### src/sequencer_consts.svh
// Register map, field positions and timing constants of the soft start sequencer
`ifndef SEQUENCER_CONSTS_SVH
`define SEQUENCER_CONSTS_SVH

// ----------------------------------------------------------------
// Register map
// ----------------------------------------------------------------
`define REG_SETTING_ADDR   12'h000
`define REG_STATUS_ADDR    12'h004
`define REG_SETTING_RESET  8'h00

// ----------------------------------------------------------------
// Fields of the setting register
// ----------------------------------------------------------------
`define FLD_SRC_HI         7
`define FLD_SRC_LO         6
`define FLD_SW_ON          5
`define FLD_DLY_HI         4
`define FLD_DLY_LO         3
`define FLD_SOFT_STOP      2
`define FLD_RAMP_HI        1
`define FLD_RAMP_LO        0

// ----------------------------------------------------------------
// Timing
// ----------------------------------------------------------------
`define CLK_HZ             40000000
`define DLY_HALF_MS        500
`define DLY_ONE_MS         1000
`define DLY_TWO_MS         2000
`define RAMP_0_US          360
`define RAMP_1_MS          10
`define RAMP_2_MS          20
`define RAMP_3_MS          40
`define CNT_W              27
`define RAMP_LEVEL_W       16
`define RAMP_FULL          16'hFFFF

`endif

### src/sequencer_pkg.sv
// Types shared by the soft start sequencer
package sequencer_pkg;
   typedef enum logic [2:0] {
      ST_OFF   = 3'b000,
      ST_DELAY = 3'b001,
      ST_RAMP  = 3'b010,
      ST_ON    = 3'b011,
      ST_STOP  = 3'b100
   } seq_state_t;
endpackage

### src/pin_sync.sv
// Three-stage synchroniser with agreement filter for a pin input
`timescale 1ns/1ps
`default_nettype none
module pin_sync (
   input  wire logic pclk,
   input  wire logic presetn,
   input  wire logic pin_in,
   output logic      pin_level
);
   logic s1_ff;
   logic s2_ff;
   logic s3_ff;
   logic level_ff;
   wire  logic agree = (s2_ff == s3_ff);

   always_ff @(posedge pclk or negedge presetn) begin
      if (!presetn) begin
         s1_ff    <= 1'b0;
         s2_ff    <= 1'b0;
         s3_ff    <= 1'b0;
         level_ff <= 1'b0;
      end else begin
         s1_ff    <= pin_in;
         s2_ff    <= s1_ff;
         s3_ff    <= s2_ff;
         level_ff <= agree ? s3_ff : level_ff;
      end
   end

   assign pin_level = level_ff;
endmodule
`default_nettype wire

### src/soft_start_sequencer.sv
// Turn-on delay, soft start ramp and soft stop sequencer with APB registers
`timescale 1ns/1ps
`default_nettype none
`include "sequencer_consts.svh"
module soft_start_sequencer #(
   parameter logic [`CNT_W-1:0] DLY_HALF_CYC = `CNT_W'(64'(`DLY_HALF_MS) * `CLK_HZ / 1000),
   parameter logic [`CNT_W-1:0] DLY_ONE_CYC  = `CNT_W'(DLY_HALF_CYC * (`DLY_ONE_MS / `DLY_HALF_MS)),
   parameter logic [`CNT_W-1:0] DLY_TWO_CYC  = `CNT_W'(DLY_HALF_CYC * (`DLY_TWO_MS / `DLY_HALF_MS)),
   parameter logic [`CNT_W-1:0] RAMP0_CYC    = `CNT_W'(64'(`RAMP_0_US) * `CLK_HZ / 1000000),
   parameter logic [`CNT_W-1:0] RAMP1_CYC    = `CNT_W'(64'(`RAMP_1_MS) * `CLK_HZ / 1000),
   parameter logic [`CNT_W-1:0] RAMP2_CYC    = `CNT_W'(RAMP1_CYC * (`RAMP_2_MS / `RAMP_1_MS)),
   parameter logic [`CNT_W-1:0] RAMP3_CYC    = `CNT_W'(RAMP1_CYC * (`RAMP_3_MS / `RAMP_1_MS))
) (
   input  wire logic                     pclk,
   input  wire logic                     presetn,
   input  wire logic                     psel,
   input  wire logic                     penable,
   input  wire logic                     pwrite,
   input  wire logic [11:0]              paddr,
   input  wire logic [31:0]              pwdata,
   output logic      [31:0]              prdata,
   output logic                          pready,
   output logic                          pslverr,
   input  wire logic                     supply_on_pin,
   input  wire logic                     fault_flag,
   output logic                          pwm_enable,
   output logic      [`RAMP_LEVEL_W-1:0] ramp_level,
   output logic                          output_nominal
);
   // ----------------------------------------------------------------
   // Helpers
   // ----------------------------------------------------------------
   function automatic logic [`CNT_W-1:0] ramp_cycles(input logic [1:0] sel);
      case (sel)
         2'h0:    ramp_cycles = RAMP0_CYC;
         2'h1:    ramp_cycles = RAMP1_CYC;
         2'h2:    ramp_cycles = RAMP2_CYC;
         default: ramp_cycles = RAMP3_CYC;
      endcase
   endfunction

   function automatic logic [`CNT_W-1:0] delay_cycles(input logic [1:0] sel);
      case (sel)
         2'h0:    delay_cycles = '0;
         2'h1:    delay_cycles = DLY_HALF_CYC;
         2'h2:    delay_cycles = DLY_ONE_CYC;
         default: delay_cycles = DLY_TWO_CYC;
      endcase
   endfunction

   // ----------------------------------------------------------------
   // Pin inputs
   // ----------------------------------------------------------------
   logic pin_level;
   logic fault_level;

   pin_sync u_pin_sync (
      .pclk      (pclk),
      .presetn   (presetn),
      .pin_in    (supply_on_pin),
      .pin_level (pin_level)
   );

   pin_sync u_fault_sync (
      .pclk      (pclk),
      .presetn   (presetn),
      .pin_in    (fault_flag),
      .pin_level (fault_level)
   );

   // ----------------------------------------------------------------
   // APB slave
   // ----------------------------------------------------------------
   logic [7:0]  setting_ff;
   logic [31:0] prdata_ff;
   logic        pslverr_ff;
   logic        pready_ff;
   sequencer_pkg::seq_state_t state_ff;
   sequencer_pkg::seq_state_t nxt_state;
   logic        on_ctl;
   logic        pwm_enable_ff;
   logic        output_nominal_ff;

   wire logic       setup      = psel && !penable;
   wire logic       hit_set    = (paddr == `REG_SETTING_ADDR);
   wire logic       hit_stat   = (paddr == `REG_STATUS_ADDR);
   wire logic       acc_done   = psel && penable && pready_ff;
   wire logic       wr_set     = acc_done && pwrite && hit_set;
   wire logic [1:0] src_sel    = setting_ff[`FLD_SRC_HI:`FLD_SRC_LO];
   wire logic       sw_on      = setting_ff[`FLD_SW_ON];
   wire logic [1:0] dly_sel    = setting_ff[`FLD_DLY_HI:`FLD_DLY_LO];
   wire logic       soft_stop  = setting_ff[`FLD_SOFT_STOP];
   wire logic [1:0] ramp_sel   = setting_ff[`FLD_RAMP_HI:`FLD_RAMP_LO];
   wire logic [31:0] stat_word = {22'h000000, fault_level, pin_level, pwm_enable_ff,
                                  output_nominal_ff, 1'b0, on_ctl, 1'b0, state_ff};
   wire logic [31:0] rd_word   = hit_set  ? {24'h000000, setting_ff} :
                                 hit_stat ? stat_word : 32'h00000000;

   // ----------------------------------------------------------------
   // Supply-on selection
   // ----------------------------------------------------------------
   always_comb begin
      case (src_sel)
         2'h0:    on_ctl = 1'b1;
         2'h1:    on_ctl = pin_level;
         2'h2:    on_ctl = sw_on;
         default: on_ctl = pin_level && sw_on;
      endcase
   end

   // Fault forces shutdown while supply-on is held
   wire logic run_req = on_ctl && !fault_level;

   // ----------------------------------------------------------------
   // Sequencer
   // ----------------------------------------------------------------
   logic [`CNT_W-1:0]        cnt_ff;
   logic [`CNT_W-1:0]        nxt_cnt;
   logic [`RAMP_LEVEL_W-1:0] ramp_level_ff;
   logic [`RAMP_LEVEL_W-1:0] nxt_level;

   wire logic [`CNT_W-1:0] ramp_len = ramp_cycles(ramp_sel);
   wire logic [`CNT_W-1:0] dly_len  = delay_cycles(dly_sel);
   wire logic [`CNT_W+`RAMP_LEVEL_W-1:0] scaled =
      ({{`RAMP_LEVEL_W{1'b0}}, cnt_ff} * `RAMP_FULL) / {{`RAMP_LEVEL_W{1'b0}}, ramp_len};
   wire logic [`RAMP_LEVEL_W-1:0] frac = scaled[`RAMP_LEVEL_W-1:0];
   // Falling level from full scale; ST_STOP takes the lower of it and the held level
   wire logic [`RAMP_LEVEL_W-1:0] fall = `RAMP_FULL - frac;

   always_comb begin
      nxt_state = state_ff;
      nxt_cnt   = cnt_ff;
      nxt_level = ramp_level_ff;
      case (state_ff)
         sequencer_pkg::ST_OFF: begin
            nxt_level = '0;
            nxt_cnt   = '0;
            if (run_req) begin
               nxt_state = sequencer_pkg::ST_DELAY;
            end
         end
         sequencer_pkg::ST_DELAY: begin
            if (!run_req) begin
               nxt_state = sequencer_pkg::ST_OFF;
               nxt_cnt   = '0;
            end else if (cnt_ff >= dly_len) begin
               nxt_state = sequencer_pkg::ST_RAMP;
               nxt_cnt   = '0;
            end else begin
               nxt_cnt = cnt_ff + `CNT_W'(1);
            end
         end
         sequencer_pkg::ST_RAMP: begin
            if (!run_req) begin
               nxt_state = soft_stop ? sequencer_pkg::ST_STOP
                                     : sequencer_pkg::ST_OFF;
               nxt_cnt   = '0;
               nxt_level = soft_stop ? ramp_level_ff : '0;
            end else if (cnt_ff + `CNT_W'(1) >= ramp_len) begin
               nxt_state = sequencer_pkg::ST_ON;
               nxt_level = `RAMP_FULL;
            end else begin
               nxt_cnt   = cnt_ff + `CNT_W'(1);
               nxt_level = frac;
            end
         end
         sequencer_pkg::ST_ON: begin
            nxt_level = `RAMP_FULL;
            nxt_cnt   = '0;
            if (!run_req) begin
               nxt_state = soft_stop ? sequencer_pkg::ST_STOP
                                     : sequencer_pkg::ST_OFF;
               nxt_level = soft_stop ? `RAMP_FULL : '0;
            end
         end
         sequencer_pkg::ST_STOP: begin
            if (cnt_ff + `CNT_W'(1) >= ramp_len) begin
               nxt_state = sequencer_pkg::ST_OFF;
               nxt_level = '0;
               nxt_cnt   = '0;
            end else begin
               nxt_cnt   = cnt_ff + `CNT_W'(1);
               nxt_level = (fall < ramp_level_ff) ? fall : ramp_level_ff;
            end
         end
         default: begin
            nxt_state = sequencer_pkg::ST_OFF;
            nxt_cnt   = '0;
            nxt_level = '0;
         end
      endcase
   end

   wire logic nxt_pwm = (nxt_state != sequencer_pkg::ST_OFF) &&
                        (nxt_state != sequencer_pkg::ST_DELAY);
   wire logic nxt_nom = (nxt_state == sequencer_pkg::ST_ON);

   always_ff @(posedge pclk or negedge presetn) begin
      if (!presetn) begin
         state_ff          <= sequencer_pkg::ST_OFF;
         cnt_ff            <= '0;
         ramp_level_ff     <= '0;
         pwm_enable_ff     <= 1'b0;
         output_nominal_ff <= 1'b0;
      end else begin
         state_ff          <= nxt_state;
         cnt_ff            <= nxt_cnt;
         ramp_level_ff     <= nxt_level;
         pwm_enable_ff     <= nxt_pwm;
         output_nominal_ff <= nxt_nom;
      end
   end

   always_ff @(posedge pclk or negedge presetn) begin
      if (!presetn) begin
         setting_ff <= `REG_SETTING_RESET;
         prdata_ff  <= 32'h00000000;
         pslverr_ff <= 1'b0;
         pready_ff  <= 1'b0;
      end else begin
         setting_ff <= wr_set ? pwdata[7:0] : setting_ff;
         prdata_ff  <= setup ? rd_word : prdata_ff;
         pslverr_ff <= setup ? !(hit_set || (hit_stat && !pwrite)) : pslverr_ff;
         pready_ff  <= setup;
      end
   end

   assign prdata         = prdata_ff;
   assign pready         = pready_ff;
   assign pslverr        = pslverr_ff;
   assign pwm_enable     = pwm_enable_ff;
   assign ramp_level     = ramp_level_ff;
   assign output_nominal = output_nominal_ff;
endmodule
`default_nettype wire
### config.mk
export PLATFORM = sky130hd
export DESIGN_NAME = soft_start_sequencer
export DESIGN_NICKNAME = d
export VERILOG_FILES = /design/src/sequencer_pkg.sv /design/src/pin_sync.sv /design/src/soft_start_sequencer.sv
export VERILOG_INCLUDE_DIRS = /design/src
export SDC_FILE = /design/constraint.sdc
export NUM_CORES = 2
export LEC_CHECK = 0
export BUFFER_PORTS_ARGS = -buffer_cell sky130_fd_sc_hd__buf_2
export CELL_PAD_IN_SITES_DETAIL_PLACEMENT = 1
export CELL_PAD_IN_SITES_GLOBAL_PLACEMENT = 2
export CORE_UTILIZATION = 43
export DETAILED_ROUTE_END_ITERATION = 12
export GPL_TIMING_DRIVEN = 0
export PLACE_DENSITY_LB_ADDON = 0.1
export SYNTH_ARGS = -nofsm -noshare
export SYNTH_HDL_FRONTEND = slang
export SYNTH_SLANG_ARGS = --single-unit
### constraint.sdc
create_clock -name pclk -period 187.6 [get_ports pclk]
set_input_delay 9.38 -clock pclk [delete_from_list [all_inputs] [get_ports pclk]]
set_output_delay 9.38 -clock pclk [all_outputs]
set_load 0.01 [all_outputs]
==> key figures <==
Timing
  – Slew Limit Headroom: 14.01%
  – # setup viols final: 0
  – Clock Skews: 0.01183 ns
  – Unrepaired setup endpoints after global routing: false
  – Worst Slack Setup Final: 58.05 ns
  – Final min period: 129.55 ns
  – Setup tns final: 0 ns
  – Endpoints failing hold: 0
  – Tightest Pin Transition: 1.287 ns
  – Fmax: 0.007719 GHz
  – Fin. max-slew vios: 0
  – Tcrit/Tclk final: 69.05%

Synthesis
  – Yosys cell types: 168
  – Primary FF master, synth: dfrtp_1
  – Register area share after synthesis: 4.433%
  – Syn Std Cell Area: 42,900 sq um
  – Ys Warns: 0
  – Synth Area per Inst: 7.583 sq um
  – Mapped Cells: 5,658
  – Async SR Flop Fraction: 100.0%
  – Post-synth EDFFs: 0
  – Flops & latches, synth: 76

Route
  – Vias per Instance: about 6.1
  – Initial DRC count: approximately 1,900
  – DRT antenna net count: 0
  – Routed len/inst: between 20 and 25 microns
  – Detailed Route WL: about 150,000 microns
  – DRC viols: 0
  – DRT Pass-1 Iters: 5
  – Vias: 42,703

Setup path
  – FF-to-FF End: ramp_level[15]
  – FF-to-FF setup slack: between 50 and 60 ns
  – R2R depth: 560
  – Max Fanout on Critical Path: 10
  – Crit path arrival time: 129.83 ns
  – CP bufs+invs: 98
  – Crit-path most repeated cell: o21a_1
  – CP Launch Type: register
  – CP peak stage delay: 0.85 ns
  – Critical Path RT: 187.88 ns
  – CP endpoint kind: register
  – Reg2Reg Launch Point: cnt_ff[18]
  – Setup CP Type: register to register
  – Slowest CP cell: a22oi_1
  – CP top delay family: compound AO/OA/AOI/OAI gates

Floorplan
  – Total die area: roughly 100,000 sq um
  – Num rows: between 100 and 150
  – Initial core utilization: a little over two fifths
  – IO Pins: 103
  – Die height: 317.9 microns
  – Core area: 98,560 sq um
  – Die width: 317.9 microns

Placement
  – IO Port Bufs: 55
  – Final HPWL DP: roughly 130,000 microns
  – Global placement routability congestion: ~0.91
  – Area post-placement: 45,160 sq um
  – Pre-CTS WS: 59.05 ns
  – Cells after DPL: between 7,000 and 8,000

Final layout
  – N_diodes: 0
  – Area Growth Syn to Fin: 5.941%
  – # nets final: 6,597
  – Share of cells above drive strength 1: 8.819%
  – Post-route cell area: 45,450 sq um
  – Fin util: 46.11%
  – Fill count: roughly 12,000
  – Non-Filler Instances: about 7,000

Clock tree
  – CTS clock-pin slew for the worst setup and hold paths: 0.07 ns
  – Clock Sinks: 76
  – PostCTS Resize Cnt: 0
  – Worst skew pair latency: 0.37 ns
  – # Post-CTS Setup Buffers: 0
  – Hold_buf cts: 0
  – CTS max path bufs: 2
  – Root buf cell: clkbuf_16
  – H-tree Lvls: 3
  – Cts bufs inserted: 9
  – CTS tree: built

Power and ir drop
  – VDD IR-drop max: 5.798 uV
  – Power density cells: roughly 1.3 nW/um^2
  – Leakage: 0.02190 uW

Job
  – Max_cap viols: 0

Min path
  – Min-Delay Endpoint: u_pin_sync.s2_ff
  – Hold_sp: u_pin_sync.s1_ff
  – Worst Hold Depth: 0
  – Hold Crit Class: register to register

Global route
  – Initial antenna violation count: 2
  – Largest net degree at the start of global routing: 60
  – Vias in the first global route: 44,328
  – Gr ovfl total: 0
  – Global-route wire length before repair: 243,400 microns
  – GRT Overall Usage: between 20 and 30%

Run status
  – Status: finished clean
[power breakdown]
part | switching (uW) | internal, uW | total [uW]
Clock | 7.55 | 10.7 | 18.2
Combinational | 14.8 | 9.61 | 24.4
Sequential | 0.0954 | 16.5 | 16.6
Total | 22.4 | 36.8 | 59.2
[cells in the mapped netlist, drive strengths merged, types with 23 or more instances]
master	count	area share, %
ha	573	17
nand2	524	4.7
inv	477	4.2
nor2	442	3.9
a21oi	351	4.1
nor3	289	3.5
o21ai	283	3.4
xnor2	229	4.7
fa	218	10
o21a	200	3.5
o31ai	162	2.9
nand3	127	1.5
xor2	113	2.3
a21o	107	1.9
mux2i	102	2.5
buf	100	1.9
nand4	97	1.5
nor2b	78	1.1
dfrtp	76	4.4
mux2	71	1.9
a211oi	70	1.3
nor4	65	1.2
clkbuf	64	0.56
and2	61	0.94
and3	60	0.94
or3	58	0.90
nand2b	53	0.78
o211ai	47	0.87
a31oi	46	0.71
or2	35	0.53
o22ai	28	0.47
a2111oi	26	0.64
o21bai	25	0.45
a31o	23	0.47
[cell families (layout without fill, tap and decap cells)]
| kind of cell | Yosys count | after routing | share of synthesized area (%) |
|---|---|---|---|
| simple gates | 2013 | 2013 | 24.17 |
| compound gates | 1613 | 1613 | 26.28 |
| xor+xnor | 343 | 343 | 7.034 |
| buf+inv | 645 | 726 | 6.769 |
| mux | 173 | 173 | 4.354 |
| other cells | 1 | 22 | 0.008741 |
| flops | 76 | 76 | 4.433 |
| fa+ha+maj | 794 | 794 | 26.95 |
[routing by layer]
layer / vias to the layer above / global-route usage, % / wire length, microns
met2: 546 / 53.68 / 74130
met4: 0 / 5.804 / 2810
met3: 127 / 1.968 / 3840
met5: - / 0 / 0
li1: 20901 / - / -
met1: 21129 / 37.67 / 68810
[metrics by stage]
step,hold WS (ns),power [uW]
finish,0.3567,59.23
global route,0.3662,62.38
CTS,0.3616,59.62
detailed placement,0.3386,41.35
global placement,0.3343,40.48
floorplan,0.3312,33.85
[how the worst max path moves through the flow]
stage / endpoint / cells after the start / from
4_1_cts: ramp_level[15] / 561 / cnt_ff[18]
6_report: ramp_level[15] / 560 / cnt_ff[18]
3_5_place_dp: ramp_level[15] / 561 / cnt_ff[18]
3_3_place_gp: ramp_level[1] / 560 / cnt_ff[16]
2_1_floorplan: ramp_level[0] / 568 / cnt_ff[16]
5_1_grt: ramp_level[0] / 560 / cnt_ff[16]
[cells in the final DEF, fill, tap and decap left out, types with 64 or more instances in the layout]
| cell | synthesis | routed |
|---|---|---|
| ha_1 | 573 | 570 |
| nand2_1 | 515 | 515 |
| inv_1 | 468 | 463 |
| nor2_1 | 434 | 432 |
| a21oi_1 | 350 | 350 |
| nor3_1 | 278 | 278 |
| o21ai_0 | 250 | 250 |
| xnor2_1 | 229 | 229 |
| fa_1 | 218 | 218 |
| o21a_1 | 195 | 195 |
| o31ai_1 | 158 | 158 |
| nand3_1 | 125 | 125 |
| xor2_1 | 113 | 113 |
| a21o_1 | 98 | 98 |
| mux2i_1 | 96 | 96 |
| nand4_1 | 92 | 92 |
| nor2b_1 | 78 | 78 |
| dfrtp_1 | 76 | 76 |
| clkbuf_1 | 63 | 65 |
| mux2_2 | 64 | 64 |
[registers in the layout, summed over array words and instances, names as in the netlist]
name / flops
cnt_ff: 27
ramp_level: 16
prdata: 10
setting_ff: 8
state_ff: 3
output_nominal: 1
pready: 1
pslverr: 1
pwm_enable: 1
u_fault_sync.pin_level: 1
u_fault_sync.s1_ff: 1
u_fault_sync.s2_ff: 1
u_fault_sync.s3_ff: 1
u_pin_sync.pin_level: 1
u_pin_sync.s1_ff: 1
u_pin_sync.s2_ff: 1
u_pin_sync.s3_ff: 1
[area by class of cell]
cell class	instances	area [sq um]	area share, %
Tap cell	1287	1610	3.543
Clock buffer	12	246.5	0.5423
Buffer	166	1087	2.392
Multi-Input combinational cell	4958	38220	84.10
Clock inverter	4	48.80	0.1074
Timing Repair Buffer	65	508.0	1.118
Inverter	479	1824	4.014
Sequential cell	76	1902	4.184
Power figures use the tool's default switching activity.
